===== src/core/sogate_pkg.sv =====
package sogate_pkg;

   // Diagnostic codes, one per state
   localparam logic [15:0] DIAG_IDLE     = 16'h0000;
   localparam logic [15:0] DIAG_INIT     = 16'h8001;
   localparam logic [15:0] DIAG_SAFE     = 16'h8002;
   localparam logic [15:0] DIAG_LOCK     = 16'h8003;
   localparam logic [15:0] DIAG_OUT_DIS  = 16'h8010;
   localparam logic [15:0] DIAG_OUT_EN   = 16'h8000;
   localparam logic [15:0] DIAG_RST_ERR1 = 16'hC001;
   localparam logic [15:0] DIAG_RST_ERR2 = 16'hC002;
   localparam logic [15:0] DIAG_CTL_ERR  = 16'hC010;
   localparam logic [15:0] DIAG_INIT_ERR = 16'hC111;
   localparam logic [15:0] DIAG_LOCK_ERR = 16'hC211;

   // AXI4-Lite register byte offsets
   localparam logic [3:0] OFS_CTRL   = 4'h0;
   localparam logic [3:0] OFS_STATUS = 4'h4;
   localparam logic [3:0] OFS_IRQ_ST = 4'h8;
   localparam logic [3:0] OFS_IRQ_EN = 4'hC;
   localparam logic [3:0] OFS_IRQ_CL = 4'h8;

   // Control register fields
   localparam int CTRL_ENABLE  = 0;
   localparam int CTRL_STATIC  = 1;
   localparam int CTRL_STARTUP = 2;
   localparam int CTRL_AUTO    = 3;
   localparam logic [3:0] CTRL_RESET_VAL = 4'h0;

   // Interrupt event bits
   localparam int IRQ_ERROR  = 0;
   localparam int IRQ_OUT_EN = 1;
   localparam int IRQ_OUT_DN = 2;
   localparam int IRQ_NUM    = 3;

   localparam logic [1:0] RESP_OKAY   = 2'h0;
   localparam logic [1:0] RESP_SLVERR = 2'h2;

   // One-hot state codes
   typedef enum logic [10:0] {
      ST_IDLE     = 11'h001,
      ST_INIT     = 11'h002,
      ST_SAFE     = 11'h004,
      ST_LOCK     = 11'h008,
      ST_OUT_DIS  = 11'h010,
      ST_OUT_EN   = 11'h020,
      ST_RST_ERR1 = 11'h040,
      ST_RST_ERR2 = 11'h080,
      ST_CTL_ERR  = 11'h100,
      ST_INIT_ERR = 11'h200,
      ST_LOCK_ERR = 11'h400
   } sogate_state_t;

endpackage : sogate_pkg


===== src/core/sogate_sync_if.sv =====
`timescale 1ns/1ns
// Synchronised pin levels, with previous values of request and reset
interface sogate_sync_if;
   logic permit;
   logic request;
   logic reset;
   logic request_prev;
   logic reset_prev;
   modport src (output permit, request, reset, request_prev, reset_prev);
   modport dst (input  permit, request, reset, request_prev, reset_prev);
endinterface : sogate_sync_if


===== src/core/sogate_sync.sv =====
`timescale 1ns/1ns
module sogate_sync (
   // Clock and reset
   input  wire logic    clk,
   input  wire logic    rst,
   // Raw pins
   input  wire logic    permit_pin,
   input  wire logic    request_pin,
   input  wire logic    reset_pin,
   // Synchronised levels
   sogate_sync_if.src   sync
);
   logic [2:0] meta_reg;
   logic [2:0] stable_reg;
   logic [1:0] prev_reg;

   // Two flops per pin, then one more on request and reset for edge history
   always_ff @(posedge clk) begin
      if (rst) begin
         meta_reg   <= 3'h0;
         stable_reg <= 3'h0;
         prev_reg   <= 2'h0;
      end else begin
         meta_reg   <= {reset_pin, request_pin, permit_pin};
         stable_reg <= meta_reg;
         prev_reg   <= stable_reg[2:1];
      end
   end

   assign sync.permit       = stable_reg[0];
   assign sync.request      = stable_reg[1];
   assign sync.reset        = stable_reg[2];
   assign sync.request_prev = prev_reg[0];
   assign sync.reset_prev   = prev_reg[1];
endmodule : sogate_sync


===== src/core/sogate_top.sv =====
// The AXI4-Lite interface to the registers and the register offsets are this design's own decisions.
`timescale 1ns/1ns
// Behaviour
// - Stuck-high reset, stuck-high request or miswiring lead to an error.
// - Every error state holds the actuator output off.
// - Reset-type errors are left only once reset is driven low.
// - The control error is left only once the request is driven low.
// - A reset rising edge clears the startup inhibit in init or lock.
// - Reset already high on entering init gives code C001.
// - Reset already high on entering lock gives code C002.
// - Request high unexpectedly while output disabled gives code C010.
// - Reset and request rising together in init give code C111.
// - Reset and request rising together in lock give code C211.
// - Enable low sends the block to idle from any state, first priority.
// - Enabling with startup clear off enters init, code 8001.
// - Permit back with manual restart waits in lock, code 8003.
// - Static option lets a held request enable the output.
module sogate_top
   import sogate_pkg::*;
(
   // Clock and reset
   input  wire logic        CORE_CLK,
   input  wire logic        RST,
   // Gate pins
   input  wire logic        SAFETY_PERMIT_IN,
   input  wire logic        PROCESS_REQUEST,
   input  wire logic        RESET_IN,
   output logic             SAFE_ACTUATOR_OUT,
   output logic             READY,
   output logic             ERROR,
   output logic [15:0]      DIAGNOSTIC_CODE,
   output logic             IRQ,
   // AXI4-Lite write address
   input  wire logic [3:0]  AWADDR,
   input  wire logic        AWVALID,
   output logic             AWREADY,
   // AXI4-Lite write data
   input  wire logic [31:0] WDATA,
   input  wire logic [3:0]  WSTRB,
   input  wire logic        WVALID,
   output logic             WREADY,
   // AXI4-Lite write response
   output logic [1:0]       BRESP,
   output logic             BVALID,
   input  wire logic        BREADY,
   // AXI4-Lite read address
   input  wire logic [3:0]  ARADDR,
   input  wire logic        ARVALID,
   output logic             ARREADY,
   // AXI4-Lite read data
   output logic [31:0]      RDATA,
   output logic [1:0]       RRESP,
   output logic             RVALID,
   input  wire logic        RREADY
);

   sogate_sync_if sync ();
   sogate_state_t state_reg, state_next;
   logic [3:0]  ctrl_reg;
   logic [2:0]  irq_st_reg, irq_st_next;
   logic [2:0]  irq_en_reg;
   logic        entry_reg;
   logic        aw_got, w_got;
   logic [3:0]  aw_addr_reg;
   logic [31:0] w_data_reg;
   logic [3:0]  w_strb_reg;
   logic [15:0] diag_next;

   ////////////////////////////////////////////////////////////////////////
   // Input synchroniser and edge history
   sogate_sync sogate_sync_i (
      .clk         (CORE_CLK),
      .rst         (RST),
      .permit_pin  (SAFETY_PERMIT_IN),
      .request_pin (PROCESS_REQUEST),
      .reset_pin   (RESET_IN),
      .sync        (sync)
   );

   ////////////////////////////////////////////////////////////////////////
   // Control bits and edge decode
   wire enable      = ctrl_reg[CTRL_ENABLE];
   wire static_opt  = ctrl_reg[CTRL_STATIC];
   wire startup_clr = ctrl_reg[CTRL_STARTUP];
   wire auto_rst    = ctrl_reg[CTRL_AUTO];
   wire rst_rise    = sync.reset & ~sync.reset_prev;
   wire req_rise    = sync.request & ~sync.request_prev;
   wire both_rise   = rst_rise & req_rise;
   // Level high on entry without a seen edge means stuck or miswired
   wire rst_stuck   = entry_reg & sync.reset & ~rst_rise;
   wire req_go      = static_opt ? sync.request : req_rise;

   ////////////////////////////////////////////////////////////////////////
   // Gate state machine
   always_comb begin
      state_next = state_reg;
      case (state_reg)
         ST_IDLE: begin
            if (enable)
               state_next = startup_clr ? ST_OUT_DIS : ST_INIT;
         end
         ST_INIT: begin
            if (both_rise)
               state_next = ST_INIT_ERR;
            else if (rst_stuck)
               state_next = ST_RST_ERR1;
            else if (rst_rise)
               state_next = ST_OUT_DIS;
         end
         ST_SAFE: begin
            if (sync.permit)
               state_next = auto_rst ? ST_OUT_DIS : ST_LOCK;
         end
         ST_LOCK: begin
            if (!sync.permit)
               state_next = ST_SAFE;
            else if (both_rise)
               state_next = ST_LOCK_ERR;
            else if (rst_stuck)
               state_next = ST_RST_ERR2;
            else if (rst_rise)
               state_next = ST_OUT_DIS;
         end
         ST_OUT_DIS: begin
            if (!sync.permit)
               state_next = ST_SAFE;
            else if (entry_reg && sync.request && !static_opt && !req_rise)
               state_next = ST_CTL_ERR;
            else if (req_go)
               state_next = ST_OUT_EN;
         end
         ST_OUT_EN: begin
            if (!sync.permit)
               state_next = ST_SAFE;
            else if (!sync.request)
               state_next = ST_OUT_DIS;
         end
         ST_RST_ERR1, ST_INIT_ERR: begin
            if (!sync.reset)
               state_next = ST_INIT;
         end
         ST_RST_ERR2, ST_LOCK_ERR: begin
            if (!sync.reset)
               state_next = ST_LOCK;
         end
         ST_CTL_ERR: begin
            if (!sync.request)
               state_next = ST_OUT_DIS;
         end
         default: state_next = ST_IDLE;
      endcase
      if (!enable)
         state_next = ST_IDLE;
   end

   // Diagnostic code per state
   always_comb begin
      case (state_next)
         ST_INIT:     diag_next = DIAG_INIT;
         ST_SAFE:     diag_next = DIAG_SAFE;
         ST_LOCK:     diag_next = DIAG_LOCK;
         ST_OUT_DIS:  diag_next = DIAG_OUT_DIS;
         ST_OUT_EN:   diag_next = DIAG_OUT_EN;
         ST_RST_ERR1: diag_next = DIAG_RST_ERR1;
         ST_RST_ERR2: diag_next = DIAG_RST_ERR2;
         ST_CTL_ERR:  diag_next = DIAG_CTL_ERR;
         ST_INIT_ERR: diag_next = DIAG_INIT_ERR;
         ST_LOCK_ERR: diag_next = DIAG_LOCK_ERR;
         default:     diag_next = DIAG_IDLE;
      endcase
   end

   wire err_next = diag_next[15] & diag_next[14];
   wire out_next = (state_next == ST_OUT_EN);

   // State and outputs, all registered so pins never glitch
   always_ff @(posedge CORE_CLK) begin
      if (RST) begin
         state_reg         <= ST_IDLE;
         entry_reg         <= 1'b0;
         DIAGNOSTIC_CODE   <= DIAG_IDLE;
         SAFE_ACTUATOR_OUT <= 1'b0;
         READY             <= 1'b0;
         ERROR             <= 1'b0;
      end else begin
         state_reg         <= state_next;
         entry_reg         <= (state_next != state_reg);
         DIAGNOSTIC_CODE   <= diag_next;
         SAFE_ACTUATOR_OUT <= out_next;
         READY             <= (state_next != ST_IDLE);
         ERROR             <= err_next;
      end
   end

   ////////////////////////////////////////////////////////////////////////
   // Interrupt events; set wins over clear
   wire [2:0] ev = {SAFE_ACTUATOR_OUT & ~out_next,
                    ~SAFE_ACTUATOR_OUT & out_next,
                    ~ERROR & err_next};
   wire       w_fire  = aw_got & w_got & ~BVALID;
   wire       wr_clr  = w_fire & (aw_addr_reg == OFS_IRQ_CL) & w_strb_reg[0];
   assign irq_st_next = ev | (irq_st_reg & ~(wr_clr ? w_data_reg[2:0] : 3'h0));

   always_ff @(posedge CORE_CLK) begin
      if (RST) begin
         irq_st_reg <= 3'h0;
         IRQ        <= 1'b0;
      end else begin
         irq_st_reg <= irq_st_next;
         IRQ        <= |(irq_st_next & irq_en_reg);
      end
   end

   ////////////////////////////////////////////////////////////////////////
   // AXI4-Lite write side: address and data latched in either order
   wire aw_hit = (aw_addr_reg == OFS_CTRL) || (aw_addr_reg == OFS_IRQ_EN)
                 || (aw_addr_reg == OFS_IRQ_CL);
   // Ready flops double as the holding flags, so no second copy of state
   assign aw_got  = ~AWREADY;
   assign w_got   = ~WREADY;

   always_ff @(posedge CORE_CLK) begin
      if (RST) begin
         AWREADY     <= 1'b1;
         WREADY      <= 1'b1;
         aw_addr_reg <= 4'h0;
         w_data_reg  <= 32'h0000_0000;
         w_strb_reg  <= 4'h0;
         BVALID      <= 1'b0;
         BRESP       <= RESP_OKAY;
      end else begin
         if (AWVALID && AWREADY) begin
            AWREADY     <= 1'b0;
            aw_addr_reg <= AWADDR;
         end
         if (WVALID && WREADY) begin
            WREADY     <= 1'b0;
            w_data_reg <= WDATA;
            w_strb_reg <= WSTRB;
         end
         if (w_fire) begin
            BVALID <= 1'b1;
            BRESP  <= aw_hit ? RESP_OKAY : RESP_SLVERR;
         end else if (BVALID && BREADY) begin
            BVALID  <= 1'b0;
            AWREADY <= 1'b1;
            WREADY  <= 1'b1;
         end
      end
   end

   // Writable registers
   always_ff @(posedge CORE_CLK) begin
      if (RST) begin
         ctrl_reg   <= CTRL_RESET_VAL;
         irq_en_reg <= 3'h0;
      end else if (w_fire && w_strb_reg[0]) begin
         if (aw_addr_reg == OFS_CTRL)
            ctrl_reg <= w_data_reg[3:0];
         else if (aw_addr_reg == OFS_IRQ_EN)
            irq_en_reg <= w_data_reg[2:0];
      end
   end

   ////////////////////////////////////////////////////////////////////////
   // AXI4-Lite read side, one cycle answer
   wire [31:0] rd_mux =
      (ARADDR == OFS_CTRL)   ? {28'h0, ctrl_reg} :
      (ARADDR == OFS_STATUS) ? {13'h0, ERROR, READY, SAFE_ACTUATOR_OUT,
                                DIAGNOSTIC_CODE} :
      (ARADDR == OFS_IRQ_ST) ? {29'h0, irq_st_reg} :
      (ARADDR == OFS_IRQ_EN) ? {29'h0, irq_en_reg} : 32'h0000_0000;
   wire rd_hit = (ARADDR == OFS_CTRL) || (ARADDR == OFS_STATUS)
                 || (ARADDR == OFS_IRQ_ST) || (ARADDR == OFS_IRQ_EN);

   // ARREADY is a flop so the pin never glitches with the read mux
   always_ff @(posedge CORE_CLK) begin
      if (RST) begin
         RVALID  <= 1'b0;
         ARREADY <= 1'b1;
         RDATA   <= 32'h0000_0000;
         RRESP   <= RESP_OKAY;
      end else if (ARVALID && ARREADY) begin
         RVALID  <= 1'b1;
         ARREADY <= 1'b0;
         RDATA   <= rd_mux;
         RRESP   <= rd_hit ? RESP_OKAY : RESP_SLVERR;
      end else if (RVALID && RREADY) begin
         RVALID  <= 1'b0;
         ARREADY <= 1'b1;
      end
   end

   ////////////////////////////////////////////////////////////////////////
   // Checks
   err_out_off_a: assert property (@(posedge CORE_CLK) disable iff (RST)
      ERROR |-> !SAFE_ACTUATOR_OUT)
      else $error("Output on during error");
   enable_idle_a: assert property (@(posedge CORE_CLK) disable iff (RST)
      !enable |=> state_reg == ST_IDLE && DIAGNOSTIC_CODE == DIAG_IDLE)
      else $error("Disable did not reach idle");
   rst_err_hold_a: assert property (@(posedge CORE_CLK) disable iff (RST)
      (state_reg == ST_RST_ERR1 && sync.reset && enable)
      |=> state_reg == ST_RST_ERR1)
      else $error("Reset error left with reset high");
   ctl_err_hold_a: assert property (@(posedge CORE_CLK) disable iff (RST)
      (state_reg == ST_CTL_ERR && sync.request && enable)
      |=> state_reg == ST_CTL_ERR)
      else $error("Control error left with request high");
   init_err_a: assert property (@(posedge CORE_CLK) disable iff (RST)
      (state_reg == ST_INIT && both_rise && enable)
      |=> DIAGNOSTIC_CODE == DIAG_INIT_ERR && ERROR && READY)
      else $error("Init error code missing");
   lock_err_a: assert property (@(posedge CORE_CLK) disable iff (RST)
      (state_reg == ST_LOCK && sync.permit && both_rise && enable)
      |=> DIAGNOSTIC_CODE == DIAG_LOCK_ERR && ERROR)
      else $error("Lock error code missing");
   init_stuck_a: assert property (@(posedge CORE_CLK) disable iff (RST)
      (state_reg == ST_INIT && rst_stuck && enable)
      |=> DIAGNOSTIC_CODE == DIAG_RST_ERR1)
      else $error("Reset error 1 missing");
   lock_stuck_a: assert property (@(posedge CORE_CLK) disable iff (RST)
      (state_reg == ST_LOCK && sync.permit && rst_stuck && !both_rise
       && enable) |=> DIAGNOSTIC_CODE == DIAG_RST_ERR2)
      else $error("Reset error 2 missing");
   enter_init_a: assert property (@(posedge CORE_CLK) disable iff (RST)
      (state_reg == ST_IDLE && enable && !startup_clr)
      |=> DIAGNOSTIC_CODE == DIAG_INIT && READY && !SAFE_ACTUATOR_OUT)
      else $error("Init not entered");
   out_follows_a: assert property (@(posedge CORE_CLK) disable iff (RST)
      SAFE_ACTUATOR_OUT |-> DIAGNOSTIC_CODE == DIAG_OUT_EN)
      else $error("Output and code disagree");
   ctl_err_a: assert property (@(posedge CORE_CLK) disable iff (RST)
      (state_reg == ST_OUT_DIS && entry_reg && sync.permit && sync.request
       && !static_opt && !req_rise && enable)
      |=> DIAGNOSTIC_CODE == DIAG_CTL_ERR && ERROR && READY)
      else $error("Control error code missing");
   static_go_a: assert property (@(posedge CORE_CLK) disable iff (RST)
      (state_reg == ST_OUT_DIS && sync.permit && static_opt && sync.request
       && enable)
      |=> SAFE_ACTUATOR_OUT && DIAGNOSTIC_CODE == DIAG_OUT_EN)
      else $error("Static request did not enable output");
   lock_wait_a: assert property (@(posedge CORE_CLK) disable iff (RST)
      (state_reg == ST_SAFE && sync.permit && !auto_rst && enable)
      |=> DIAGNOSTIC_CODE == DIAG_LOCK && !SAFE_ACTUATOR_OUT)
      else $error("Lock not entered after permit");
   init_err_c: cover property (@(posedge CORE_CLK) state_reg == ST_INIT_ERR);
   ctl_err_c:  cover property (@(posedge CORE_CLK) state_reg == ST_CTL_ERR);
   lock_err_c: cover property (@(posedge CORE_CLK) state_reg == ST_LOCK_ERR);
   out_en_c:   cover property (@(posedge CORE_CLK) SAFE_ACTUATOR_OUT);

endmodule : sogate_top


===== config.mk =====
export PLATFORM = sky130hd
export DESIGN_NAME = sogate_top
export DESIGN_NICKNAME = d
export VERILOG_FILES = /design/src/core/sogate_pkg.sv /design/src/core/sogate_sync_if.sv /design/src/core/sogate_sync.sv /design/src/core/sogate_top.sv
export SDC_FILE = /design/constraint.sdc
export NUM_CORES = 1
export LEC_CHECK = 0
export ABC_AREA = 1
export BUFFER_PORTS_ARGS = -buffer_cell sky130_fd_sc_hd__buf_2
export CAP_MARGIN = 0
export CORE_ASPECT_RATIO = 0.8
export CORE_MARGIN = 3
export CORE_UTILIZATION = 40
export CTS_BUF_LIST = sky130_fd_sc_hd__clkbuf_8
export DETAILED_ROUTE_END_ITERATION = 7
export GPL_TIMING_DRIVEN = 1
export PLACE_DENSITY = 0.71
export SLEW_MARGIN = 20
export SYNTH_ARGS = -nofsm -noshare
export SYNTH_HDL_FRONTEND = slang
export SYNTH_SLANG_ARGS = --single-unit
export TNS_END_PERCENT = 50

===== constraint.sdc =====
create_clock -name CORE_CLK -period 4.14 [get_ports CORE_CLK]
set_input_delay 0.207 -clock CORE_CLK [delete_from_list [all_inputs] [get_ports CORE_CLK]]
set_output_delay 0.207 -clock CORE_CLK [all_outputs]
set_load 0.02 [all_outputs]

Word level (Yosys, flattened, before mapping) --
Cells that the tools add are included.
Operators by class: bitwise operators 27, eq/ne operators 28, mux-type cells 39, reduce and logical (&&, ||, !) cells 25
Operator list (count):
- 11-bit 2-to-1 mux | 15
- 16-bit case mux with 10 select lines | 1
- 11-bit case mux with 9 select lines | 1
- 19-bit 2-to-1 mux | 2
- 11-bit by 10-bit equality test with 1-bit output, second input constant | 2
- 11-bit equality test, second input constant | 2
- 11-bit by 2-bit equality test with 1-bit output, second input constant | 2
- 11-bit by 3-bit equality test with 1-bit output, second input constant | 2
- 11-bit by 4-bit equality test with 1-bit output, second input constant | 2
- 11-bit by 5-bit equality test with 1-bit output, second input constant | 2
- 11-bit by 6-bit equality test with 1-bit output, second input constant | 2
- 11-bit by 7-bit equality test with 1-bit output, second input constant | 2
- 11-bit by 8-bit equality test with 1-bit output, second input constant | 2
- 11-bit by 9-bit equality test with 1-bit output, second input constant | 2
- 4-bit equality test, second input constant | 4
- 1-bit AND | 13
- 1-bit 2-to-1 mux | 13
- 11-bit by 1-bit equality test with 1-bit output, second input constant | 1
- 11-bit by 1-bit inequality test with 1-bit output, second input constant | 1
- 11-bit inequality test | 1
- 5-bit 2-to-1 mux | 2
- 1-bit NOT | 10
- 1-bit logical AND | 9
- 3-bit 2-to-1 mux | 3
- other kinds (13) | 23
Word-level totals: logic and storage cells 143, bits in registers 100, bits of input ports 54

Depth between registers and ports, before layout --
Gate-level depths: netlist (run 1).
depth after elaboration 16, depth in mapped cells 17, mapped depth without buffers 16

Hierarchy --
Synthesis (run 1) repeated with hierarchy kept, for this count alone.
Unflattened totals: cell total of the unflattened synthesis 556, area total of the unflattened synthesis 3699.8 sq um
Modules (own cells, without submodules):
- sogate_top | sequential area each 1221.2 sq um, instances 1, cells each 531, area an instance 3468.3 sq um
- sogate_sync | sequential area each 160.2 sq um, instances 1, cells each 25, area an instance 231.5 sq um

Worst setup path after synthesis (run 1) --
Ideal clock, no wire load.
path kind reg-to-reg, start point reg state_reg[9], end point reg DIAGNOSTIC_CODE[0], arrival 1.697 ns, path slack 2.334 ns, library setup time 0.109 ns, clock period less this slack 1.806 ns, cell stages (with the launch flop) 18, data required time 4.031 ns, cells stage by stage dfxtp_1 nor2_2 nand2_4 nor2_4 nand2_2 nand2_1 nor2_2 nand3_2 nand2_2 inv_2 buf_6 nand2_2 nand2_1 nor2_2 nand3_1 nand4_1 nand2_1 inv_1
On the way: word-level cells in the longest chain between the ends 8
Ends and longest elaborated chain:
- from (decl) | line sogate_top.sv:58 | sogate_state_t state_reg, state_next;
- from (signal assigned) | line sogate_top.sv:186 | state_reg <= state_next;
- 11-bit 2-to-1 mux | line sogate_top.sv:107, sogate_top.sv:121
- 11-bit 2-to-1 mux | line sogate_top.sv:119 | else if (rst_stuck)
- 11-bit 2-to-1 mux | line sogate_top.sv:117 | else if (both_rise)
- 11-bit 2-to-1 mux | line sogate_top.sv:115 | if (!sync.permit)
- 11-bit case mux with 9 select lines (*) | line sogate_top.sv:97 | case (state_reg)
- 11-bit 2-to-1 mux (*) | line sogate_top.sv:152 | if (!enable)
- 11-bit equality test, or another cell as far along | line sogate_top.sv:158 | case (state_next)
- 16-bit case mux with 10 select lines (*) | line sogate_top.sv:158
- to (signal assigned) | line sogate_top.sv:188 | DIAGNOSTIC_CODE <= diag_next;
- to (decl) | line sogate_top.sv:31 | output logic [15:0] DIAGNOSTIC_CODE,
Every way passes the cells marked *; elsewhere a longest branch is shown, timed or not. A chain may end at the register's enable or synchronous reset.

Worst setup path in the final report (run 1) --
start point reg state_reg[5], end point reg entry_reg
On the way: word-level cells in the longest chain between the ends 7
Ends and longest elaborated chain:
- 11-bit 2-to-1 mux | line sogate_top.sv:107, sogate_top.sv:121
- 11-bit 2-to-1 mux | line sogate_top.sv:119
- 11-bit 2-to-1 mux | line sogate_top.sv:117
- 11-bit 2-to-1 mux | line sogate_top.sv:115
- 11-bit case mux with 9 select lines | line sogate_top.sv:97
- 11-bit 2-to-1 mux | line sogate_top.sv:152
- 11-bit inequality test (*) | line sogate_top.sv:187 | entry_reg <= (state_next != state_reg);
- to (signal assigned) | line sogate_top.sv:187
- to (decl) | line sogate_top.sv:62 | logic entry_reg;
Marks and branches as above.

==> impl_metrics.csv, run 1 <==
group,metric,value,unit
status,status,"finished, final reports clean",
final_layout,layout_common_cells,"nand2_1, nor2_1, inv_1",
pwr,power_density,343,nW/µm²
yosys,synthArstFlopShare,0,
global_route,grt_busiest_layer,"met1",
placed_design,port_buffers,52,
pwr,p_int,1.08,mW
cts,clk_latency,0.34,ns
pwr,p_leak,2.08,nW
pwr,seqPwrFrac,0.488,
flow_run,drv_cap,0,
final_layout,n_antenna_cell,0,
yosys,synth-seq-area-share,0.366,
sta,fmax,0.403,GHz
sta,finalHoldViolCount,0,
critical_path,path_class,"reg2reg",
global_route,grt.met2_usage,0.268,
cts,cts-resized-gates,0,
cts,htree_levels,3,
global_route,grt_pass1_wl,15.8,mm
critical_path,worst_r2r_path_depth,14,
pwr,ir_worst_vdd,0.000367,V
detailed_routing,totalWireLength,9.78,mm
sta,slew_headroom,0.578,
sta,clock_skew,0.00956,ns
final_layout,largest_reg_flops,12,
cts,cts.path.max_buffers,2,
cts,cts_tree,"yes",
sta,fin_setup_tns,0,ns
detailed_routing,drc_errors,0,
final_layout,area_delta_synth_final,11.9,%
cts,clock-sinks,69,
critical_path,critPathMaxFanout,11,
pwr,combPwrFrac,0.092,
sta,grt_setup_unrepaired,"false",
pwr,power,1.45,mW
placed_design,gp_congestion,0.947,
critical_path,crit_arrival,2.69,ns
yosys,yosysWarnings,0,
die,core-area,9110,µm²
yosys,synth_top_area_frac,0.366,
final_layout,layout.cells.most_common,"nand2_1",
sta,min_period_over_period,0.600,
yosys,ys_seq_elements,69,
die,start_util,0.414,
critical_path,worstSetupEndpointType,"flop",
yosys,synthesis.area,3770,µm²
detailed_routing,via_count,3660,
yosys,synth_area_leader_cell,"dfxtp_1",
yosys,synth_top_flop_cell,"dfxtp_1",
die,die_w,115,µm
global_route,grt_max_degree,28,
min_path,min_delay_path_depth,3,
cts,clock-root-buffer,"clkbuf_8",
detailed_routing,first_pass_iters,5,
global_route,overflow,0,
critical_path,setup.worst_path.start_class,"flop",
pwr,swShare,0.255,
yosys,synth_edf_count,0,
critical_path,required,4.34,ns
sta,setup_viol,0,
final_layout,drive_gt1_frac,0.161,
sta,fin_crit,2.48,ns
detailed_routing,drt-initial-drc-count,261,
die,rows,31,
final_layout,final_nets,672,
cts,postCtsSetupBuffers,0,
global_route,grtUsageTotal,0.188,
sta,worst_slew_pin_slew,0.632,ns
die,dieArea,10600,µm²
min_path,hp-class,"in2reg",
sta,holdWs,0.0609,ns
detailed_routing,wl_per_cell,13.2,µm
yosys,synth_cell_types,32,
sta,slew_violations,0,
detailed_routing,post_drt_via_cell_ratio,4.96,
die,io_pins,115,
die,fp.dieH,92.9,µm
global_route,use_met1,0.283,
global_route,grt_pass1_vias,3284,
placed_design,hpwl,7.70,mm
cts,cts-buffers-inserted,9,
yosys,synthTopCellsByArea,"dfxtp_1, nand2_1, nor2_1",
cts,hold_buffers,0,
cts,clk_pin_slew,0.07,ns
global_route,gr-usage-met3,0.0483,
yosys,synth_cells,568,
pwr,p_sw,0.369,mW
detailed_routing,ant_nets,0,
pwr,p_clk_frac,0.420,
yosys,avgSynthCellArea,6.65,µm²
global_route,antenna_found_initial,0,
==> area by class of cell <==
class | instances | area (µm²)
fill | 960 | 4890
multi-input combinational | 412 | 1930
sequential | 69 | 1380
inverter | 73 | 274
timing repair buffer | 53 | 268
tap | 115 | 144
clock buffer | 10 | 138
clock inverter | 6 | 87.6
==> worst max-delay path, cell delays in order (launching register included) <==
cell     delay [ns]
dfxtp_1        0.37
nor2_1         0.19
nand2_2        0.13
nor2_2         0.20
nand2_1        0.14
nand2_1        0.15
nor2_2         0.05
nand3_2        0.09
nand2_2        0.08
inv_2          0.27
nand2_1        0.20
xor2_1         0.23
nand3_1        0.10
nor2_1         0.09
a21oi_1        0.07
==> power by group through the flow <==
stage               Combinational, mW  Clock (mW)  Sequential (mW)
finish                          0.134       0.608            0.707
global route                    0.149       0.653            0.710
CTS                             0.133       0.621            0.706
detailed placement              0.133           0            0.721
global placement                0.131           0            0.721
floorplan                       0.105           0            0.733
==> Yosys cell counts (2+ instances only) <==
library cell,number
nand2_1,114
nand2_2,15
inv_2,2
nor2_4,3
nor3_1,10
buf_6,2
a21oi_1,33
xor2_1,6
clkbuf_1,7
nand3_1,37
nand4_1,9
buf_1,2
a31oi_1,2
o21ai_0,48
nand2_4,2
nor2_2,7
nor2_1,79
nand3b_1,2
inv_1,71
o31ai_1,2
o211ai_1,5
dfxtp_1,69
buf_4,32
==> metal layers <==
| layer | vias up | wire, µm |
|---|---|---|
| li1 | 1854 | - |
| met1 | 1649 | 4790 |
| met2 | 152 | 4090 |
| met3 | 5 | 842 |
| met4 | 0 | 48 |
| met5 | - | 0 |
==> worst paths after layout <==
path	from	end	slack, ns
setup reg to reg	state_reg[5]	entry_reg	1.66
setup / recovery	state_reg[5]	entry_reg	1.66
hold / removal	SAFETY_PERMIT_IN	sogate_sync_i.meta_reg[0]	0.06
hold reg to reg	sogate_sync_i.meta_reg[0]	sogate_sync_i.stable_reg[0]	0.40
==> logic make-up after synthesis <==
kind of cell / Yosys count / share of synthesized area
AND/OR/NAND/NOR: 281 / 0.330
buffers and inverters: 117 / 0.152
AO/OA/AOI/OAI: 94 / 0.136
flip-flops: 69 / 0.366
XOR/XNOR: 6 / 0.0139
other: 1 / 0.000993
==> metrics by stage <==
stage / setup WS [ns] / instances / utilization / instance area (µm²)
after CTS: 1.70 / 738 / 0.463 / 4220
after global placement: 1.72 / 722 / 0.439 / 4000
after global routing: 1.46 / 738 / 0.463 / 4220
final: 1.66 / 738 / 0.463 / 4220
after detailed placement: 1.73 / 722 / 0.439 / 4000
after floorplan: 2.33 / 598 / - / 3890
Power figures use the tool's default switching activity.
==> run 2: changes to the inputs <==
--- a/config.mk
+++ b/config.mk
@@ -14,7 +14,7 @@
 export CTS_BUF_LIST = sky130_fd_sc_hd__clkbuf_8
 export DETAILED_ROUTE_END_ITERATION = 7
 export GPL_TIMING_DRIVEN = 1
-export PLACE_DENSITY = 0.71
+export PLACE_DENSITY = 0.73
 export SLEW_MARGIN = 20
 export SYNTH_ARGS = -nofsm -noshare
 export SYNTH_HDL_FRONTEND = slang
==> constraint.sdc (replaced) <==
create_clock -name CORE_CLK -period 2.06 [get_ports CORE_CLK]
set_input_delay 0.103 -clock CORE_CLK [delete_from_list [all_inputs] [get_ports CORE_CLK]]
set_output_delay 0.103 -clock CORE_CLK [all_outputs]
set_load 0.02 [all_outputs]
==> run 2 against run 1 <==
Net effect:
- the flow now finishes with violations (setup timing)
- global-route usage increased by 2.1 points
- total power increased by 100%
- die area unchanged
- largest cell class unchanged
==> impl_metrics.csv, run 2 (synthesis results as in run 1) <==
group,metric,value,unit
final_layout,finish.utilization,0.563,
final_layout,layout.cells.most_common,"nand2_1",
critical_path,worstSetupEndpointType,"flop",
sta,grt_setup_unrepaired,"true",
final_layout,layout_common_cells,"nand2_1, buf_4, inv_1",
sta,holdWs,0.0186,ns
die,start_util,0.414,
final_layout,n_antenna_cell,0,
detailed_routing,drt-initial-drc-count,350,
sta,layout_setup_ws,-0.00473,ns
critical_path,setup.worst_path.start_class,"flop",
cts,clk_latency,0.34,ns
cts,htree_levels,3,
sta,clock_skew,0.00848,ns
sta,min_period_over_period,1.00,
sta,fin_crit,2.06,ns
status,status,"finished, violations left",
flow_run,drv_cap,0,
sta,setup_viol,1,
sta,finalHoldViolCount,0,
critical_path,required,2.35,ns
cts,cts-buffers-inserted,9,
global_route,grt_max_degree,27,
final_layout,largest_reg_flops,12,
cts,cts_tree,"yes",
sta,slew_violations,0,
global_route,grtUsageTotal,0.209,
global_route,antenna_found_initial,0,
critical_path,cp_slowest_cell,"dfxtp_4",
cts,clock-root-buffer,"clkbuf_8",
final_layout,final_nets,759,
placed_design,gp_congestion,0.979,
placed_design,hpwl,8.64,mm
final_layout,register_area,1410,µm²
cts,clock-sinks,69,
detailed_routing,drc_errors,0,
status,violations,"setup timing",
critical_path,path_class,"reg2reg",
global_route,grt_pass1_vias,3579,
detailed_routing,post_drt_via_cell_ratio,4.84,
final_layout,nFillCells,847,
detailed_routing,via_count,3993,
detailed_routing,first_pass_iters,7,
die,io_pins,115,
pwr,p_leak,2.56,nW
die,core-area,9110,µm²
final_layout,area_delta_synth_final,35.9,%
pwr,power_density,571,nW/µm²
pwr,ir_worst_vdd,0.000602,V
final_layout,drive_gt1_frac,0.327,
die,die_w,115,µm
die,rows,31,
detailed_routing,wl_per_cell,13.4,µm
placed_design,dp_slack,-0.0998,ns
sta,fmax,0.484,GHz
critical_path,path_cells,"nor2_4 -> nand2_4 -> nor2_4 -> nand2_2 -> inv_2 -> nor2_2 -> nand3_2 -> nand2_2 -> inv_4 -> buf_6 -> nand4_1 -> inv_2 -> nand3_2 -> nand4_1 -> nand2_1 -> inv_1",
placed_design,port_buffers,52,
global_route,grt_pass1_wl,17.4,mm
sta,slew_headroom,0.578,
min_path,hp-class,"in2reg",
cts,clk_pin_slew,0.07,ns
final_layout,multi_input_area,2130,µm²
detailed_routing,ant_nets,0,
critical_path,critPathMaxFanout,6,
critical_path,crit_arrival,2.36,ns
cts,cts.path.max_buffers,2,
sta,worst_slew_pin_slew,0.632,ns
detailed_routing,totalWireLength,11.0,mm
die,dieArea,10600,µm²
die,fp.dieH,92.9,µm
critical_path,slowest_delay,0.37,ns
global_route,overflow,0,
[run 2: cell types whose count changed in the layout (fill, tap and decap cells not counted), sizes merged]
cell | previous run | this run
dlygate4sd3 | 0 | 6
buf | 53 | 134
[run 2: where the power goes]
| group | internal [mW] | switching (mW) | leakage, nW |
|---|---|---|---|
| registers | 1.38 | 0.0334 | 0.569 |
| clock network | 0.712 | 0.499 | 0.110 |
| logic | 0.0998 | 0.209 | 1.88 |
[run 2: stage by stage]
step	setup TNS (ns)	instances	power, mW	cell area, µm²
CTS	0	820	2.95	4930
finish	-0.00473	825	2.93	5130
detailed placement	-0.423	797	1.74	4560
global placement	-0.470	797	1.73	4560
global route	-0.654	825	3.05	5130
floorplan	0	598	1.68	3890
[run 2: critical path: cells and delay by family, from the launching register on]
family | cells | cell delay [ns]
buf+inv | 5 | 0.50
simple gates | 11 | 1.14
flops | 1 | 0.37
[run 2: worst paths after layout]
path	startpoint	endpoint	slack, ns	cells past startpoint
max	state_reg[10]	DIAGNOSTIC_CODE[0]	-0.005	16
min	AWADDR[1]	aw_addr_reg[1]	0.02	3
max reg2reg	state_reg[10]	DIAGNOSTIC_CODE[0]	-0.005	16
min reg2reg	sogate_sync_i.meta_reg[1]	sogate_sync_i.stable_reg[1]	0.40	2
[run 2: what timing repair did]
action                                  in CTS  in global routing
pin swaps                                    8                 20
hold buffers                                 6                  0
setup buffers                                1                  5
hold endpoints to repair                     6                  0
gates resized for setup                     24                 55
endpoints found under the setup margin       7                 11
[run 2: cell type report]
class,count,share of cell area
Multi-Input combinational cell,412,0.414
Sequential cell,69,0.274
Timing Repair Buffer,140,0.185
Inverter,73,0.0539
Tap cell,115,0.0280
Clock buffer,10,0.0268
Clock inverter,6,0.0171
[run 2: metal layers]
layer  up-vias  track usage  share of wire
li1       2031            -              -
met3        12       0.0483          0.081
met2       172        0.302           0.43
met4         0       0.0504          0.011
met5         -            0              0
met1      1778        0.310           0.48
